===== src/hw/fcsg_pkg.sv =====
// Constants, types and helpers shared by the free-run stop and start guard block
package fcsg_pkg;

   // Clock and time base
   localparam int CLK_FREQ_MHZ = 10;
   localparam int MS_TIME_US = 1000;
   localparam int MS_TICK_CYC = CLK_FREQ_MHZ * MS_TIME_US;
   localparam int ACCEL_STEP_TIME_US = 10;
   localparam int ACCEL_STEP_CYC = CLK_FREQ_MHZ * ACCEL_STEP_TIME_US;
   localparam int POWERUP_WINDOW_S = 2;
   localparam logic [10:0] POWERUP_WINDOW_MS = 11'(POWERUP_WINDOW_S * MS_TIME_US);
   localparam logic [16:0] WAIT_UNIT_MS = 17'h00064;

   // Terminal function codes and setting values
   localparam logic [7:0] FUNC_FREE_RUN = 8'h0b;
   localparam logic [7:0] FUNC_START_GUARD = 8'h0d;
   localparam logic [1:0] SRC_TERMINAL = 2'h1;
   localparam logic [1:0] SRC_KEYPAD = 2'h2;
   localparam logic [1:0] SRC_MODBUS = 2'h3;
   localparam logic MODE_ZERO = 1'h0;
   localparam logic MODE_MATCH = 1'h1;
   localparam logic [1:0] FSEL_SHUTOFF = 2'h0;
   localparam logic [1:0] FSEL_MAX = 2'h1;
   localparam logic [1:0] FSEL_NEW = 2'h2;

   // Setting ranges: wait in 0.1 s, freq in 0.01 Hz, scan time in ms, current in %
   localparam logic [31:0] WAIT_MIN = 32'h00000003;
   localparam logic [31:0] WAIT_MAX = 32'h000003e8;
   localparam logic [31:0] FREQ_MAX = 32'h00009c40;
   localparam logic [31:0] SCAN_MIN = 32'h00000064;
   localparam logic [31:0] SCAN_MAX = 32'h002dc6c0;
   localparam logic [31:0] ILIM_MIN = 32'h00000014;
   localparam logic [31:0] ILIM_MAX = 32'h000000c8;
   localparam logic [23:0] PERCENT_SCALE = 24'h000064;

   // Register byte offsets
   localparam logic [7:0] OFF_TERM_LO = 8'h00;
   localparam logic [7:0] OFF_TERM_HI = 8'h04;
   localparam logic [7:0] OFF_RUN_CFG = 8'h08;
   localparam logic [7:0] OFF_RETRY_WAIT = 8'h0c;
   localparam logic [7:0] OFF_FREQ_THRESH = 8'h10;
   localparam logic [7:0] OFF_SCAN_TIME = 8'h14;
   localparam logic [7:0] OFF_SCAN_ILIM = 8'h18;
   localparam logic [7:0] OFF_SET_FREQ = 8'h1c;
   localparam logic [7:0] OFF_MAX_FREQ = 8'h20;
   localparam logic [7:0] OFF_STATUS = 8'h24;
   localparam logic [7:0] OFF_INT_STAT = 8'h28;
   localparam logic [7:0] OFF_INT_MASK = 8'h2c;

   // Field positions
   localparam int CFG_SRC_LSB = 0;
   localparam int CFG_MODE_BIT = 8;
   localparam int CFG_FSEL_LSB = 16;
   localparam int STS_STATE_LSB = 0;
   localparam int STS_EN_BIT = 8;
   localparam int STS_TRIP_BIT = 9;
   localparam int STS_FRS_BIT = 10;
   localparam int STS_FREQ_LSB = 16;
   localparam int IRQ_TRIP = 0;
   localparam int IRQ_COAST = 1;
   localparam int IRQ_RESTART = 2;
   localparam int IRQ_MATCH = 3;

   // Reset values
   localparam logic [1:0] RST_SRC = 2'h1;
   localparam logic [9:0] RST_WAIT = 10'h00a;
   localparam logic [21:0] RST_SCAN = 22'h0003e8;
   localparam logic [7:0] RST_ILIM = 8'h64;
   localparam logic [15:0] RST_MAX_FREQ = 16'h1770;

   typedef enum logic [2:0] {ST_STOP, ST_RUN, ST_ACCEL, ST_COAST, ST_WAIT, ST_SCAN} fcsg_mode_type;

   typedef struct packed {
      logic [7:0] addr;
      logic [31:0] wdata;
      logic wr;
      logic rd;
   } fcsg_bus_req_type;

   typedef struct packed {
      fcsg_mode_type st;
      logic [31:0] trm_lo;
      logic [7:0] trm_hi;
      logic [1:0] src;
      logic mode;
      logic [1:0] fsel;
      logic [9:0] wait_set;
      logic [15:0] thr;
      logic [21:0] scan;
      logic [7:0] ilim;
      logic [15:0] setf;
      logic [15:0] maxf;
      logic [3:0] istat;
      logic [3:0] imask;
      logic [31:0] rdata;
      logic [15:0] freq;
      logic [15:0] tgt;
      logic [15:0] stored;
      logic [16:0] wait_ms;
      logic [10:0] pwr_ms;
      logic pwr_done;
      logic trip;
      logic need_new;
      logic rs_prev;
      logic free_run_input;
   } fcsg_state_type;

   typedef struct packed {
      logic [31:0] count;
      logic tick;
   } fcsg_div_state_type;

   typedef struct packed {
      logic [22:0] acc;
      logic step;
   } fcsg_pace_state_type;

   function automatic logic [31:0] fcsg_clamp(input logic [31:0] v, input logic [31:0] lo,
                                              input logic [31:0] hi);
      if (v < lo)
      begin
         return lo;
      end
      else if (v > hi)
      begin
         return hi;
      end
      return v;
   endfunction : fcsg_clamp

endpackage : fcsg_pkg


===== src/hw/fcsg_tick_div.sv =====
// Clock divider giving a one-cycle enable pulse every PERIOD cycles
`timescale 1ns/1ns
`default_nettype none
module fcsg_tick_div #(
   parameter int PERIOD = 100
) (
   input wire logic core_clk_in,
   input wire logic nrst_in,
   output logic tick_out
);
   fcsg_pkg::fcsg_div_state_type s_q;
   fcsg_pkg::fcsg_div_state_type s_d;

   always_comb
   begin
      s_d = s_q;
      s_d.tick = 1'b0;
      if (s_q.count >= 32'(PERIOD - 1))
      begin
         s_d.count = '0;
         s_d.tick = 1'b1;
      end
      else
      begin
         s_d.count = s_q.count + 32'h00000001;
      end
   end

   always_ff @(posedge core_clk_in or negedge nrst_in)
   begin
      if (!nrst_in)
      begin
         s_q <= '0;
      end
      else
      begin
         s_q <= s_d;
      end
   end

   assign tick_out = s_q.tick;
endmodule : fcsg_tick_div
`default_nettype wire


===== src/hw/fcsg_scan_pace.sv =====
// Paces the frequency fall during a scan: full scale over the scan time
`timescale 1ns/1ns
`default_nettype none
module fcsg_scan_pace (
   input wire logic core_clk_in,
   input wire logic nrst_in,
   input wire logic en_in,
   input wire logic ms_tick_in,
   input wire logic [15:0] max_freq_in,
   input wire logic [21:0] scan_time_in,
   output logic step_out
);
   fcsg_pkg::fcsg_pace_state_type s_q;
   fcsg_pkg::fcsg_pace_state_type s_d;

   // At most one step per cycle; the minimum scan time keeps the backlog bounded
   always_comb
   begin
      s_d = s_q;
      s_d.step = 1'b0;
      if (!en_in)
      begin
         s_d.acc = '0;
      end
      else if (ms_tick_in)
      begin
         s_d.acc = s_q.acc + {7'h00, max_freq_in};
      end
      else if (s_q.acc >= {1'b0, scan_time_in})
      begin
         s_d.acc = s_q.acc - {1'b0, scan_time_in};
         s_d.step = 1'b1;
      end
   end

   always_ff @(posedge core_clk_in or negedge nrst_in)
   begin
      if (!nrst_in)
      begin
         s_q <= '0;
      end
      else
      begin
         s_q <= s_d;
      end
   end

   assign step_out = s_q.step;
endmodule : fcsg_scan_pace
`default_nettype wire


===== src/hw/fcsg_core.sv =====
// Free-run stop, restart and unattended start guard control with register port
// Operation
// - Free-run input exists only via terminal code 11
// - Free-run asserted keeps motor output shut off
// - Release restarts after retry wait, 0.3-100 s
// - Keypad source: no auto restart, new command
// - Mode 00 zero start, 01 frequency matching
// - Below threshold, matching restarts from zero
// - Zero mode starts 0 Hz, ignores wait
// - Start frequency: shutoff, maximum, or newly set
// - Scan lowers frequency, current held at limit
// - Matched: accelerate back to shutoff frequency
// - Code 13: run at power-up trips
// - Trip cleared by reset or run removal
// - Cleared with run held: run immediately
// - Run asserted after power-up runs normally
// - Terminal/Modbus run within two seconds trips
// - Panel run/stop keys bypass start guard
// - Reset during wait clears stored frequency
`timescale 1ns/1ns
`default_nettype none
module fcsg_core #(
   parameter int MS_TICK_CYC = fcsg_pkg::MS_TICK_CYC
) (
   input wire logic core_clk_in,
   input wire logic nrst_in,
   input wire fcsg_pkg::fcsg_bus_req_type bus_in,
   output logic [31:0] reg_rdata_out,
   input wire logic [4:0] term_in,
   input wire logic run_term_in,
   input wire logic keypad_run_in,
   input wire logic modbus_run_in,
   input wire logic trip_reset_input_in,
   input wire logic [15:0] motor_freq_in,
   input wire logic [15:0] current_in,
   input wire logic [15:0] rated_current_in,
   output logic out_enable_out,
   output logic [15:0] freq_out,
   output logic unattended_start_error_out,
   output logic free_run_active_out,
   output logic irq_out
);
   fcsg_pkg::fcsg_state_type s_q;
   fcsg_pkg::fcsg_state_type s_d;

   logic ms_tick;
   logic accel_tick;
   logic scan_step;
   logic scan_en;
   logic over_limit;
   logic [23:0] cur_x100;
   logic [23:0] cur_lim;
   logic [16:0] wait_total;

   function automatic logic [7:0] term_func(input logic [39:0] codes, input int idx);
      return codes[idx * 8 +: 8];
   endfunction : term_func

   fcsg_tick_div #(
      .PERIOD(MS_TICK_CYC)
   ) u_ms_div (
      .core_clk_in(core_clk_in),
      .nrst_in(nrst_in),
      .tick_out(ms_tick)
   );

   fcsg_tick_div #(
      .PERIOD(fcsg_pkg::ACCEL_STEP_CYC)
   ) u_accel_div (
      .core_clk_in(core_clk_in),
      .nrst_in(nrst_in),
      .tick_out(accel_tick)
   );

   // Current compared in percent of rated to avoid a divider
   assign cur_x100 = 24'(current_in) * fcsg_pkg::PERCENT_SCALE;
   assign cur_lim = 24'(rated_current_in) * 24'(s_q.ilim);
   assign over_limit = cur_x100 > cur_lim;
   // During a scan the frequency is frozen while current is above the limit
   assign scan_en = (s_q.st == fcsg_pkg::ST_SCAN) && !over_limit;
   assign wait_total = {7'h00, s_q.wait_set} * fcsg_pkg::WAIT_UNIT_MS;

   fcsg_scan_pace u_pace (
      .core_clk_in(core_clk_in),
      .nrst_in(nrst_in),
      .en_in(scan_en),
      .ms_tick_in(ms_tick),
      .max_freq_in(s_q.maxf),
      .scan_time_in(s_q.scan),
      .step_out(scan_step)
   );

   logic frs_in;
   logic guard_en;
   logic guard_block;
   logic run_cmd;
   logic rs_edge;
   logic start_ok;
   logic [3:0] ev;
   logic [3:0] w1c;
   logic [15:0] restart_freq;

   always_comb
   begin
      s_d = s_q;
      frs_in = 1'b0;
      guard_en = 1'b0;
      ev = '0;
      w1c = '0;
      restart_freq = s_q.stored;
      for (int i = 0; i < 5; i++)
      begin
         if (term_func({s_q.trm_hi, s_q.trm_lo}, i) == fcsg_pkg::FUNC_FREE_RUN && term_in[i])
         begin
            frs_in = 1'b1;
         end
         if (term_func({s_q.trm_hi, s_q.trm_lo}, i) == fcsg_pkg::FUNC_START_GUARD)
         begin
            guard_en = 1'b1;
         end
      end
      s_d.free_run_input = frs_in;

      if (s_q.src == fcsg_pkg::SRC_TERMINAL)
      begin
         run_cmd = run_term_in;
      end
      else if (s_q.src == fcsg_pkg::SRC_KEYPAD)
      begin
         run_cmd = keypad_run_in;
      end
      else if (s_q.src == fcsg_pkg::SRC_MODBUS)
      begin
         run_cmd = modbus_run_in;
      end
      else
      begin
         run_cmd = 1'b0;
      end
      rs_edge = trip_reset_input_in && !s_q.rs_prev;
      s_d.rs_prev = trip_reset_input_in;

      // Power-up window; the guard ignores the panel keys
      if (!s_q.pwr_done && ms_tick)
      begin
         if (s_q.pwr_ms == fcsg_pkg::POWERUP_WINDOW_MS - 11'h001)
         begin
            s_d.pwr_done = 1'b1;
         end
         else
         begin
            s_d.pwr_ms = s_q.pwr_ms + 11'h001;
         end
      end
      guard_block = guard_en && !s_q.pwr_done && s_q.src != fcsg_pkg::SRC_KEYPAD;
      if (guard_block && !s_q.trip && run_cmd)
      begin
         s_d.trip = 1'b1;
         ev[fcsg_pkg::IRQ_TRIP] = 1'b1;
      end
      else if (s_q.trip && (rs_edge || !run_cmd))
      begin
         // Closing the window stops a re-trip when run stays on
         s_d.trip = 1'b0;
         s_d.pwr_done = 1'b1;
      end
      start_ok = run_cmd && !s_q.trip && !guard_block && !s_q.need_new && !frs_in;

      // A trip raised while running must cut the output at once
      if (s_q.trip || s_d.trip)
      begin
         s_d.st = fcsg_pkg::ST_STOP;
         s_d.freq = '0;
      end
      else
      begin
         case (s_q.st)
            fcsg_pkg::ST_STOP:
            begin
               s_d.freq = '0;
               if (!run_cmd)
               begin
                  s_d.need_new = 1'b0;
               end
               if (start_ok)
               begin
                  s_d.st = fcsg_pkg::ST_ACCEL;
                  s_d.tgt = s_q.setf;
               end
            end
            fcsg_pkg::ST_RUN, fcsg_pkg::ST_ACCEL, fcsg_pkg::ST_SCAN:
            begin
               if (frs_in)
               begin
                  s_d.st = fcsg_pkg::ST_COAST;
                  s_d.stored = s_q.freq;
                  s_d.freq = '0;
                  ev[fcsg_pkg::IRQ_COAST] = 1'b1;
               end
               else if (!run_cmd)
               begin
                  s_d.st = fcsg_pkg::ST_STOP;
                  s_d.freq = '0;
               end
               else if (s_q.st == fcsg_pkg::ST_SCAN)
               begin
                  if (s_q.freq <= motor_freq_in || s_q.freq == 16'h0000)
                  begin
                     s_d.st = fcsg_pkg::ST_ACCEL;
                     s_d.tgt = s_q.stored;
                     ev[fcsg_pkg::IRQ_MATCH] = 1'b1;
                  end
                  else if (scan_step)
                  begin
                     s_d.freq = s_q.freq - 16'h0001;
                  end
               end
               else
               begin
                  if (s_q.st == fcsg_pkg::ST_RUN)
                  begin
                     s_d.tgt = s_q.setf;
                  end
                  else if (s_q.freq == s_q.tgt)
                  begin
                     s_d.st = fcsg_pkg::ST_RUN;
                  end
                  if (accel_tick && s_q.freq < s_q.tgt)
                  begin
                     s_d.freq = s_q.freq + 16'h0001;
                  end
                  else if (accel_tick && s_q.freq > s_q.tgt)
                  begin
                     s_d.freq = s_q.freq - 16'h0001;
                  end
               end
            end
            fcsg_pkg::ST_COAST:
            begin
               s_d.freq = '0;
               if (!frs_in)
               begin
                  if (s_q.src == fcsg_pkg::SRC_KEYPAD)
                  begin
                     s_d.st = fcsg_pkg::ST_STOP;
                     s_d.need_new = 1'b1;
                  end
                  else if (!run_cmd)
                  begin
                     s_d.st = fcsg_pkg::ST_STOP;
                  end
                  else if (s_q.mode == fcsg_pkg::MODE_ZERO)
                  begin
                     s_d.st = fcsg_pkg::ST_ACCEL;
                     s_d.tgt = s_q.setf;
                     ev[fcsg_pkg::IRQ_RESTART] = 1'b1;
                  end
                  else
                  begin
                     s_d.st = fcsg_pkg::ST_WAIT;
                     s_d.wait_ms = '0;
                  end
               end
            end
            fcsg_pkg::ST_WAIT:
            begin
               s_d.freq = '0;
               if (rs_edge)
               begin
                  s_d.stored = '0;
               end
               if (frs_in)
               begin
                  s_d.st = fcsg_pkg::ST_COAST;
               end
               else if (!run_cmd)
               begin
                  s_d.st = fcsg_pkg::ST_STOP;
               end
               else if (ms_tick)
               begin
                  s_d.wait_ms = s_q.wait_ms + 17'h00001;
                  if (s_q.wait_ms >= wait_total - 17'h00001)
                  begin
                     ev[fcsg_pkg::IRQ_RESTART] = 1'b1;
                     if (s_d.stored == 16'h0000 || motor_freq_in < s_q.thr)
                     begin
                        s_d.st = fcsg_pkg::ST_ACCEL;
                        s_d.tgt = s_q.setf;
                     end
                     else
                     begin
                        if (s_q.fsel == fcsg_pkg::FSEL_MAX)
                        begin
                           restart_freq = s_q.maxf;
                        end
                        else if (s_q.fsel == fcsg_pkg::FSEL_NEW)
                        begin
                           restart_freq = s_q.setf;
                        end
                        s_d.st = fcsg_pkg::ST_SCAN;
                        s_d.freq = restart_freq;
                     end
                  end
               end
            end
            default:
            begin
               s_d.st = fcsg_pkg::ST_STOP;
            end
         endcase
      end

      // Register writes; wait, threshold, scan, limit and frequency settings are clamped to their legal range
      if (bus_in.wr)
      begin
         if (bus_in.addr == fcsg_pkg::OFF_TERM_LO)
         begin
            s_d.trm_lo = bus_in.wdata;
         end
         else if (bus_in.addr == fcsg_pkg::OFF_TERM_HI)
         begin
            s_d.trm_hi = bus_in.wdata[7:0];
         end
         else if (bus_in.addr == fcsg_pkg::OFF_RUN_CFG)
         begin
            s_d.src = bus_in.wdata[fcsg_pkg::CFG_SRC_LSB +: 2];
            s_d.mode = bus_in.wdata[fcsg_pkg::CFG_MODE_BIT];
            s_d.fsel = bus_in.wdata[fcsg_pkg::CFG_FSEL_LSB +: 2];
         end
         else if (bus_in.addr == fcsg_pkg::OFF_RETRY_WAIT)
         begin
            s_d.wait_set = 10'(fcsg_pkg::fcsg_clamp(bus_in.wdata, fcsg_pkg::WAIT_MIN,
                                                    fcsg_pkg::WAIT_MAX));
         end
         else if (bus_in.addr == fcsg_pkg::OFF_FREQ_THRESH)
         begin
            s_d.thr = 16'(fcsg_pkg::fcsg_clamp(bus_in.wdata, '0, fcsg_pkg::FREQ_MAX));
         end
         else if (bus_in.addr == fcsg_pkg::OFF_SCAN_TIME)
         begin
            s_d.scan = 22'(fcsg_pkg::fcsg_clamp(bus_in.wdata, fcsg_pkg::SCAN_MIN,
                                                fcsg_pkg::SCAN_MAX));
         end
         else if (bus_in.addr == fcsg_pkg::OFF_SCAN_ILIM)
         begin
            s_d.ilim = 8'(fcsg_pkg::fcsg_clamp(bus_in.wdata, fcsg_pkg::ILIM_MIN,
                                               fcsg_pkg::ILIM_MAX));
         end
         else if (bus_in.addr == fcsg_pkg::OFF_SET_FREQ)
         begin
            s_d.setf = 16'(fcsg_pkg::fcsg_clamp(bus_in.wdata, '0, fcsg_pkg::FREQ_MAX));
         end
         else if (bus_in.addr == fcsg_pkg::OFF_MAX_FREQ)
         begin
            s_d.maxf = 16'(fcsg_pkg::fcsg_clamp(bus_in.wdata, '0, fcsg_pkg::FREQ_MAX));
         end
         else if (bus_in.addr == fcsg_pkg::OFF_INT_STAT)
         begin
            w1c = bus_in.wdata[3:0];
         end
         else if (bus_in.addr == fcsg_pkg::OFF_INT_MASK)
         begin
            s_d.imask = bus_in.wdata[3:0];
         end
      end
      // A new event beats a clear in the same cycle
      s_d.istat = (s_q.istat & ~w1c) | ev;

      s_d.rdata = '0;
      if (bus_in.rd)
      begin
         if (bus_in.addr == fcsg_pkg::OFF_TERM_LO)
         begin
            s_d.rdata = s_q.trm_lo;
         end
         else if (bus_in.addr == fcsg_pkg::OFF_TERM_HI)
         begin
            s_d.rdata[7:0] = s_q.trm_hi;
         end
         else if (bus_in.addr == fcsg_pkg::OFF_RUN_CFG)
         begin
            s_d.rdata[fcsg_pkg::CFG_SRC_LSB +: 2] = s_q.src;
            s_d.rdata[fcsg_pkg::CFG_MODE_BIT] = s_q.mode;
            s_d.rdata[fcsg_pkg::CFG_FSEL_LSB +: 2] = s_q.fsel;
         end
         else if (bus_in.addr == fcsg_pkg::OFF_RETRY_WAIT)
         begin
            s_d.rdata[9:0] = s_q.wait_set;
         end
         else if (bus_in.addr == fcsg_pkg::OFF_FREQ_THRESH)
         begin
            s_d.rdata[15:0] = s_q.thr;
         end
         else if (bus_in.addr == fcsg_pkg::OFF_SCAN_TIME)
         begin
            s_d.rdata[21:0] = s_q.scan;
         end
         else if (bus_in.addr == fcsg_pkg::OFF_SCAN_ILIM)
         begin
            s_d.rdata[7:0] = s_q.ilim;
         end
         else if (bus_in.addr == fcsg_pkg::OFF_SET_FREQ)
         begin
            s_d.rdata[15:0] = s_q.setf;
         end
         else if (bus_in.addr == fcsg_pkg::OFF_MAX_FREQ)
         begin
            s_d.rdata[15:0] = s_q.maxf;
         end
         else if (bus_in.addr == fcsg_pkg::OFF_STATUS)
         begin
            s_d.rdata[fcsg_pkg::STS_STATE_LSB +: 3] = s_q.st;
            s_d.rdata[fcsg_pkg::STS_EN_BIT] = out_enable_out;
            s_d.rdata[fcsg_pkg::STS_TRIP_BIT] = s_q.trip;
            s_d.rdata[fcsg_pkg::STS_FRS_BIT] = s_q.free_run_input;
            s_d.rdata[fcsg_pkg::STS_FREQ_LSB +: 16] = s_q.freq;
         end
         else if (bus_in.addr == fcsg_pkg::OFF_INT_STAT)
         begin
            s_d.rdata[3:0] = s_q.istat;
         end
         else if (bus_in.addr == fcsg_pkg::OFF_INT_MASK)
         begin
            s_d.rdata[3:0] = s_q.imask;
         end
      end
   end

   always_ff @(posedge core_clk_in or negedge nrst_in)
   begin
      if (!nrst_in)
      begin
         s_q <= '0;
         s_q.st <= fcsg_pkg::ST_STOP;
         s_q.src <= fcsg_pkg::RST_SRC;
         s_q.wait_set <= fcsg_pkg::RST_WAIT;
         s_q.scan <= fcsg_pkg::RST_SCAN;
         s_q.ilim <= fcsg_pkg::RST_ILIM;
         s_q.maxf <= fcsg_pkg::RST_MAX_FREQ;
      end
      else
      begin
         s_q <= s_d;
      end
   end

   // Output stage only runs in the driving states
   assign out_enable_out = (s_q.st == fcsg_pkg::ST_RUN) || (s_q.st == fcsg_pkg::ST_ACCEL) ||
                           (s_q.st == fcsg_pkg::ST_SCAN);
   assign freq_out = s_q.freq;
   assign unattended_start_error_out = s_q.trip;
   assign free_run_active_out = s_q.free_run_input;
   assign irq_out = |(s_q.istat & s_q.imask);
   assign reg_rdata_out = s_q.rdata;
endmodule : fcsg_core
`default_nettype wire


===== config.mk =====
export PLATFORM = sky130hd
export DESIGN_NAME = fcsg_core
export DESIGN_NICKNAME = d
export VERILOG_FILES = /design/src/hw/fcsg_pkg.sv /design/src/hw/fcsg_tick_div.sv /design/src/hw/fcsg_scan_pace.sv /design/src/hw/fcsg_core.sv
export SDC_FILE = /design/constraint.sdc
export NUM_CORES = 1
export LEC_CHECK = 0
export BUFFER_PORTS_ARGS = -buffer_cell sky130_fd_sc_hd__buf_2
export CORE_ASPECT_RATIO = 1.5
export CORE_MARGIN = 4
export CORE_UTILIZATION = 63
export DETAILED_ROUTE_END_ITERATION = 7
export GPL_TIMING_DRIVEN = 0
export PLACE_DENSITY = 0.82
export SLEW_MARGIN = 20
export SYNTH_ARGS = -nofsm -noshare
export SYNTH_HDL_FRONTEND = slang
export SYNTH_SLANG_ARGS = --single-unit

===== constraint.sdc =====
create_clock -name core_clk_in -period 8.65 [get_ports core_clk_in]
set_clock_uncertainty 0.05 [all_clocks]
set_input_delay 1.73 -clock core_clk_in [delete_from_list [all_inputs] [get_ports core_clk_in]]
set_output_delay 1.73 -clock core_clk_in [all_outputs]
set_load 0.01 [all_outputs]

; Word-level counts from Yosys, hierarchy flattened
; Cells that the tools add are included.
[totals]
regBits = 347
input_bits = 101
output_inout_bits = 52
word_cells = 430
[op_classes]
add_sub_neg = 9
n_mul = 3
magnitude_cmp = 17
eq_ne = 63
n_mux = 230
n_bitwise = 16
n_reduce_logical = 61
[op_table]
columns = op, count
row1 = 2-to-1 mux 16 bit, 43
row2 = 2-to-1 mux 32 bit, 9
row3 = 2-to-1 mux 24 bit, 10
row4 = case mux 32 bit (4 select lines), 1
row5 = 2-to-1 mux 17 bit, 7
row6 = 2-to-1 mux 22 bit, 5
row7 = == test 8 x 4 -> 1 bit (second input constant), 12
row8 = 2-to-1 mux 1 bit, 95
row9 = adder 32 x 1 -> 32 bit (second input constant), 2
row10 = 2-to-1 mux 3 bit, 21
row11 = 2-to-1 mux 4 bit, 15
row12 = 2-to-1 mux 10 bit, 5
row13 = 2-to-1 mux 23 bit, 2
row14 = 2-to-1 mux 8 bit, 5
row15 = case mux 17 bit (2 select lines), 1
row16 = == test 8 x 5 -> 1 bit (second input constant), 4
row17 = == test 8 x 6 -> 1 bit (second input constant), 4
row18 = greater-or-equal comparator 32 x 14 -> 1 bit (second input constant), 1
row19 = greater-or-equal comparator 32 x 7 -> 1 bit (second input constant), 1
row20 = greater-than comparator 32 x 10 -> 1 bit (second input constant), 1
row21 = greater-than comparator 32 x 16 -> 1 bit (second input constant), 1
row22 = greater-than comparator 32 x 22 -> 1 bit (second input constant), 1
row23 = greater-than comparator 32 x 8 -> 1 bit (second input constant), 1
row24 = zero test 16 bit, 2
row25 = other kinds (69), 150

; Logic depth before layout (Yosys ltp)
; Gate-level depths: netlist of run 1.
[depth]
depth_word = 29
ltp_mapped = 31
depth_no_buf = 29

; Modules after synthesis
; A second synthesis of run 1 with hierarchy kept.
[unflattened]
hier_cells = 3038
hier_area_um2 = 27503.9
[modules_own_cells]
columns = module, instances, cells_per_inst, area_each_um2, seq_area_each_um2
row1 = fcsg_core, 1, 2465, 21997.3, 6454.9
row2 = fcsg_scan_pace, 1, 410, 3199.3, 600.6
row3 = fcsg_tick_div at u_ms_div, 1, 97, 1241.2, 825.8
row4 = fcsg_tick_div at u_accel_div, 1, 66, 1066.0, 825.8

; Least setup slack after synthesis of run 1
; Ideal clock, no wire load.
[synth_path]
path_kind = input port to flip-flop
from = in rated_current_in[1]
to = reg u_pace.s_q[15] (netlist bit)
setup_ps = 99
t_arrival_ps = 8011
required_time_ps = 8501
setup_slack_ps = 490
stages = 28
n_path_buf = 1
path_cell_list = and2_1 fa_1 fa_1 fa_1 inv_1 fa_1 inv_1 ha_1 nand3_1 o211ai_1 o41ai_1 nor2_1 nor4b_1 nor2_1 a21o_1 a21oi_1 xor2_1 ha_1 a21o_1 a21o_1 a21o_1 a21o_1 a21o_1 a221o_1 o21ai_1 o21ai_2 buf_2 a311oi_1
[synth_between]
elab_chain_cells = 5
elab_cells_between_ends = 6
classes_between = mul (1) / order compare (1) / eq/ne (1) / mux (1) / reduce/logical (2)
[synth_rtl]
columns = element, line
row1 = from (decl), fcsg_core.sv:36  ; input wire logic [15:0] rated_current_in,
row2 = multiplier 16 x 8 -> 24 bit (*), fcsg_core.sv:77  ; assign cur_lim = 24'(rated_current_in) * 24'(s_q.ilim);
row3 = greater-than comparator 23 x 24 -> 1 bit (*), fcsg_core.sv:78  ; assign over_limit = cur_x100 > cur_lim;
row4 = zero test 1 bit (*), fcsg_core.sv:80  ; assign scan_en = (s_q.st == fcsg_pkg::ST_SCAN) && !over_limit;
row5 = logical AND 1 bit (*), fcsg_core.sv:80
row6 = inequality test 3 bit (no source line) / 2-to-1 mux 23 bit (equally long branches), --
row7 = to (signal assigned), fcsg_scan_pace.sv:40  ; s_q <= '0;
row8 = to (signal assigned), fcsg_scan_pace.sv:44  ; s_q <= s_d;
row9 = to (decl), fcsg_scan_pace.sv:13  ; fcsg_pkg::fcsg_pace_state_type s_q;
; Every way passes the cells marked *; elsewhere a longest branch is shown, timed or not.
; A chain may end at the register's enable or synchronous reset.

; Worst setup path in the final report of run 1
[layout_path]
from = in rated_current_in[1]
to = reg u_pace.s_q[6] (netlist bit)
; The elaborated chain is that of the path after synthesis.

==> results.cfg, run 1 <==
[status]
outcome = finished, final reports clean

[cts]
cts_max_level = 2
clock_tree_from_tritoncts = done
cts.root.buffer_cell = clkbuf_16
sinks_on_clock_net = 347
cts_inserted_buffers = 36
clock_latency_ns = 0.55
cts_max_path_buffers = 3
hold_buffers = 0
clk_transition_reported_paths_ns = 0.06

[timing]
final.min_clock_period_ns = 8.45
worst_pin_slew_ns = 1.18
slew_headroom_pct = 21.0
hold_viol = 0
period_share_pct = 97.7
timing.fmax_mhz = 118
worst_hold_slack_ns = 0.426
finalSetupViolCount = 0
fin_tns_setup_ns = 0
slew_viol_final = 0
final_critical_path_setup_slack_ns = 0.198

[layout]
post_layout_net_count = 3661
final_area_sq_um = 30000
post-route-util_pct = 71.1
areaGrowthSynthToFinish_pct = 11.1
post_route_cells_drive_above_1_share_pct = 11.5
fin_cells = 3790

[worst_setup_path]
timing.critical_path.fanout_max = 8
path_class = input pin to flip-flop
cp_num_buf_inv = 4
crit_path_start_kind = input pin
cp_data_arrival_time_ns = 8.85
cpLargestDelayFamily = adder cells
critPathRequiredTime_ns = 9.05
crit_path_top_cell_by_count = a21o_1
worstSetupEndpointType = flip-flop
critPathSlowestCell = fa_1
critical-path-max-stage-delay_ns = 0.59

[flow_run]
maxCapViolations = 0

[global_route]
via_count_of_the_first_global_routing_pass = 25000
grt_first_pass_wirelength_microns = 134000
grt_antenna_before_repair = 1
gr-usage-all-layers_pct = 37.2
remaining_global_route_overflow = 0
grt_max_degree = 99

[drt]
antenna_violating_nets_remaining = 0
post-route-drc-count = 0
drt_first_iter_violations = 1926
total_wire_length_after_detailed_routing_microns = 86900
routedWlPerCell_microns = 22.9
drt_pass1_iterations = 8
vias_after_detailed_routing = 24000
post_drt_via_cell_ratio = 6.35

[synthesis]
post-synth-top-area-cell = dfrtp_1
yosys.cell_count.top_type = dfrtp_1
postSynthAreaPerCell_sq_um = 9.12
netlist_instances = 2963
ys_seq_area_share_pct = 32.2
ys_seq_elements = 347
synthFlopType = dfrtp_1
yosys_warnings = 0
netlist_top_cells_area = dfrtp_1 30%, ha_1 12%, fa_1 7.6%, inv_1 4.1%, nand2_1 3.6%
synth_largest_type_area_fraction_pct = 30.4
synth_area_sq_um = 27000
synth_commonest_cells = 328 x dfrtp_1, 294 x inv_1, 261 x ha_1
post_synth_num_cell_types = 93
async_flop_share_pct = 100
synth-edff-count = 0

[placed_design]
pre_cts_slack_ns = -0.658
gp_congestion = 1.04
placement.io_buffers = 147
place.detailed.instances = 3719
place_hpwl_microns = 69600
cell_area_reported_after_detailed_placement_sq_um = 28700

[power_and_ir_drop]
power.total_mw = 4.87
power_leakage_nw = 14.8
vdd_drop_max_mv = 0.174
power_per_cell_area_nw_per_um2 = 162

[floorplan]
die_width_microns = 177
die_h_microns = 262
initial_utilization_pct = 64.0
rows = 92
num_io_pins = 153
core_region_area_sq_um = 42200
dieArea_sq_um = 46300

[worst_hold_path]
holdCritPathClass = flip-flop to flip-flop
-- report_power, final --
group          internal, mW  switching [mW]
registers              1.69          0.0841
clock network         0.948           0.678
logic                 0.579           0.886
total                  3.22            1.65
-- registers in the layout, indices dropped and copies added, names as in the netlist --
register and count:
u_accel_div.s_q 32, unattended_start_error_out 1, u_pace.s_q 23, u_accel_div.tick_out 1
u_ms_div.tick_out 1, s_q 207, free_run_active_out 1, reg_rdata_out 32
u_pace.step_out 1, u_ms_div.s_q 32, freq_out 16
-- layout make-up --
cell class | count | area, sq um
Multi-Input combinational cell | 2212 | 16600
Clock inverter | 15 | 198
Sequential cell | 347 | 8710
Timing Repair Buffer | 154 | 856
Fill cell | 3364 | 12200
Antenna cell | 2 | 5.00
Inverter | 297 | 1110
Tap cell | 564 | 706
Clock buffer | 50 | 1010
Buffer | 149 | 785
-- cells by family (layout without fill, tap and decap cells) --
logic type      Yosys count  count (layout)  share of synthesized area [%]
simple gates            900             900                           16.8
mux                      73              73                           2.93
compound gates          719             719                           17.7
fa+ha+maj               364             364                           19.7
flops                   347             347                           32.2
buf+inv                 446             665                           6.98
xor+xnor                113             113                           3.66
other cells               1              45                         0.0139
-- repair_timing --
item	4_1_cts	5_1_grt
endpoints found under the setup margin	21	23
buffers inserted	0	3
resized for setup	1	10
pin swaps	0	2
gates cloned	0	1
endpoints found under the hold margin	0	0
-- routing by layer --
metal	track usage (%)	routed length, microns	vias to the layer above
li1	-	-	10900
met1	39.9	29600	11700
met2	66.8	43700	1140
met3	4.96	5580	397
met4	27.2	8010	0
met5	0	0	-
-- cells in the final DEF, fill, tap and decap left out, types with 75 or more instances in the layout --
cell type and instances:
ha_1 261, clkbuf_1 90, inv_1 294, dfrtp_1 328, nand2_1 256, fa_1 102
o21ai_0 172, a21oi_1 144, and2_1 113, buf_2 156, nand3_1 75, nor2_1 160
-- worst paths after layout --
kind / startpoint / to / slack (ns) / cells past startpoint
setup / recovery: rated_current_in[1] / u_pace.s_q[6]$_DFFE_PN0P_ / 0.20 / 29
hold / removal: s_q[14]$_DFFE_PN0P_ / s_q[14]$_DFFE_PN0P_ / 0.43 / 1
setup reg to reg: s_q[159]$_DFFE_PN1P_ / u_pace.s_q[6]$_DFFE_PN0P_ / 0.44 / 30
hold reg to reg: s_q[14]$_DFFE_PN0P_ / s_q[14]$_DFFE_PN0P_ / 0.43 / 1
max in group asynchronous: nrst_in / s_q[212]$_DFFE_PN1P_ / 6.10 / 3
min in group asynchronous: nrst_in / u_accel_div.s_q[28]$_DFF_PN0_ / 1.09 / 1
(Power assumes the default switching activity.)
==> run 2: changes to the inputs <==
--- a/config.mk
+++ b/config.mk
@@ -10,7 +10,7 @@
 export CORE_MARGIN = 4
 export CORE_UTILIZATION = 63
 export DETAILED_ROUTE_END_ITERATION = 7
-export GPL_TIMING_DRIVEN = 0
+export GPL_TIMING_DRIVEN = 1
 export PLACE_DENSITY = 0.82
 export SLEW_MARGIN = 20
 export SYNTH_ARGS = -nofsm -noshare
==> results.cfg, run 2 (synthesis results as in run 1) <==
[worst_hold_path]
hold_end = u_accel_div.s_q[1]$_DFF_PN0_
worst_hold_startpoint = u_accel_div.s_q[1]$_DFF_PN0_
min_path_cells = 1
holdCritPathClass = flip-flop to flip-flop

[worst_setup_path]
timing.critical_path.fanout_max = 23
worstRegToRegCells = 29
crit_path_start_kind = input pin
cp_data_arrival_time_ns = 8.69
r2r_endpoint = u_pace.s_q[13]$_DFFE_PN0P_
crit_path_top_cell_by_count = a21o_1
cp_num_buf_inv = 4
cpLargestDelayFamily = adder cells
reg2reg_setup_slack_ns = 0.75
worstSetupEndpointType = flip-flop
path_class = input pin to flip-flop
critPathRequiredTime_ns = 9.05
cp.depth = 29
regToRegStartpoint = s_q[160]$_DFFE_PN0P_
critical-path-max-stage-delay_ns = 0.57
critPathSlowestCell = fa_1

[global_route]
via_count_of_the_first_global_routing_pass = 24900
grt_antenna_before_repair = 7
grt_max_degree = 162
remaining_global_route_overflow = 0
grt_first_pass_wirelength_microns = 131000
gr-usage-all-layers_pct = 36.1

[cts]
cts_max_path_buffers = 3
cts.repair.resized = 0
sinks_on_clock_net = 347
clock_latency_ns = 0.55
post_cts.repair.setup_buffers = 0
cts_inserted_buffers = 36
clk_transition_reported_paths_ns = 0.06
hold_buffers = 0
cts_max_level = 2
clock_tree_from_tritoncts = done
cts.root.buffer_cell = clkbuf_16

[timing]
period_share_pct = 95.9
hold_viol = 0
final.min_clock_period_ns = 8.29
slew_headroom_pct = 21.8
rsz_0062_raised_after_global_routing = no
slew_viol_final = 0
final_critical_path_setup_slack_ns = 0.358
worst_pin_slew_ns = 1.16
worst_hold_slack_ns = 0.402
timing.fmax_mhz = 121
finalSetupViolCount = 0

[placed_design]
cell_area_reported_after_detailed_placement_sq_um = 28200
pre_cts_slack_ns = -0.113
place_hpwl_microns = 65200
placement.io_buffers = 152
gp_congestion = 1.02

[drt]
drt_pass1_iterations = 8
post-route-drc-count = 0
routedWlPerCell_microns = 22.8
total_wire_length_after_detailed_routing_microns = 83800
antenna_violating_nets_remaining = 0
vias_after_detailed_routing = 23700
post_drt_via_cell_ratio = 6.45
drt_first_iter_violations = 2035

[power_and_ir_drop]
vdd_drop_max_mv = 0.178
power.total_mw = 4.87
power_per_cell_area_nw_per_um2 = 165
power_leakage_nw = 14.5

[floorplan]
die_width_microns = 177
initial_utilization_pct = 64.0
die_h_microns = 262
dieArea_sq_um = 46300
core_region_area_sq_um = 42200
num_io_pins = 153
rows = 92

[flow_run]
maxCapViolations = 0

[layout]
areaGrowthSynthToFinish_pct = 8.96
mostFrequentLayoutCell = dfrtp_1
layout.cells.most_common_list = 328 x dfrtp_1, 294 x inv_1, 261 x ha_1
post_route_cells_drive_above_1_share_pct = 11.1
registers.top_by_ff_count = s_q
final_area_sq_um = 29400
post_layout_net_count = 3542
flip_flop_count_of_the_largest_register_after_layout = 207

[status]
outcome = finished, final reports clean
run 2: cell types whose count changed in the layout (fill, tap and decap cells not counted), sizes merged:
cell,previous run,this run
clkbuf,131,47
inv,300,302
clkinv,5,9
clkinvlp,3,1
buf,222,184
diode,2,5
run 2: area by class of cell:
class / count / area [sq um]
flip-flops and latches: 347 / 8710
clock buffers: 47 / 1030
inverters: 297 / 1110
diodes: 5 / 12.5
multi-input cells: 2212 / 16600
well taps: 564 / 706
fillers: 3332 / 12800
clock inverters: 19 / 220
repair buffers: 184 / 1030
run 2: power by group:
part	switching [mW]	internal [mW]	leakage, nW
registers	0.103	1.69	4.55
clock network	0.694	0.972	0.625
logic	0.852	0.556	9.32
total	1.65	3.22	14.5
run 2: how the worst max path moves through the flow:
| stage | from | endpoint | slack (ns) |
|---|---|---|---|
| floorplan | rated_current_in[1] | u_pace.s_q[15]$_DFFE_PN0P_ | 0.49 |
| global placement | rated_current_in[1] | u_pace.s_q[13]$_DFFE_PN0P_ | -0.09 |
| detailed placement | rated_current_in[1] | u_pace.s_q[13]$_DFFE_PN0P_ | -0.11 |
| CTS | rated_current_in[1] | u_pace.s_q[13]$_DFFE_PN0P_ | 0.42 |
| global route | rated_current_in[1] | u_pace.s_q[18]$_DFFE_PN0P_ | 0.06 |
| finish | rated_current_in[1] | u_pace.s_q[13]$_DFFE_PN0P_ | 0.36 |
run 2: worst reg2reg max path, delay by kind of cell (launching register included):
kind	cells	cell delay, ns
xor+xnor	1	0.19
simple gates	5	0.83
fa+ha+maj	6	2.77
flops	1	0.84
compound gates	13	2.68
buf+inv	4	0.44
run 2: per-layer routing:
metal | track usage [%] | up-vias | routed length, microns
li1 | - | 10600 | -
met1 | 38.5 | 11500 | 28400
met2 | 63.0 | 1165 | 41700
met3 | 6.16 | 447 | 5760
met4 | 28.1 | 8 | 7900
met5 | 0 | - | 37
run 2: metrics by stage:
stage	TNS, ns	utilization [%]	cells
after floorplan	0	-	3005
after global placement	-0.339	66.6	3604
after detailed placement	-0.941	66.7	3604
after CTS	0	69.6	3670
after global routing	0	69.7	3671
final	0	69.7	3675
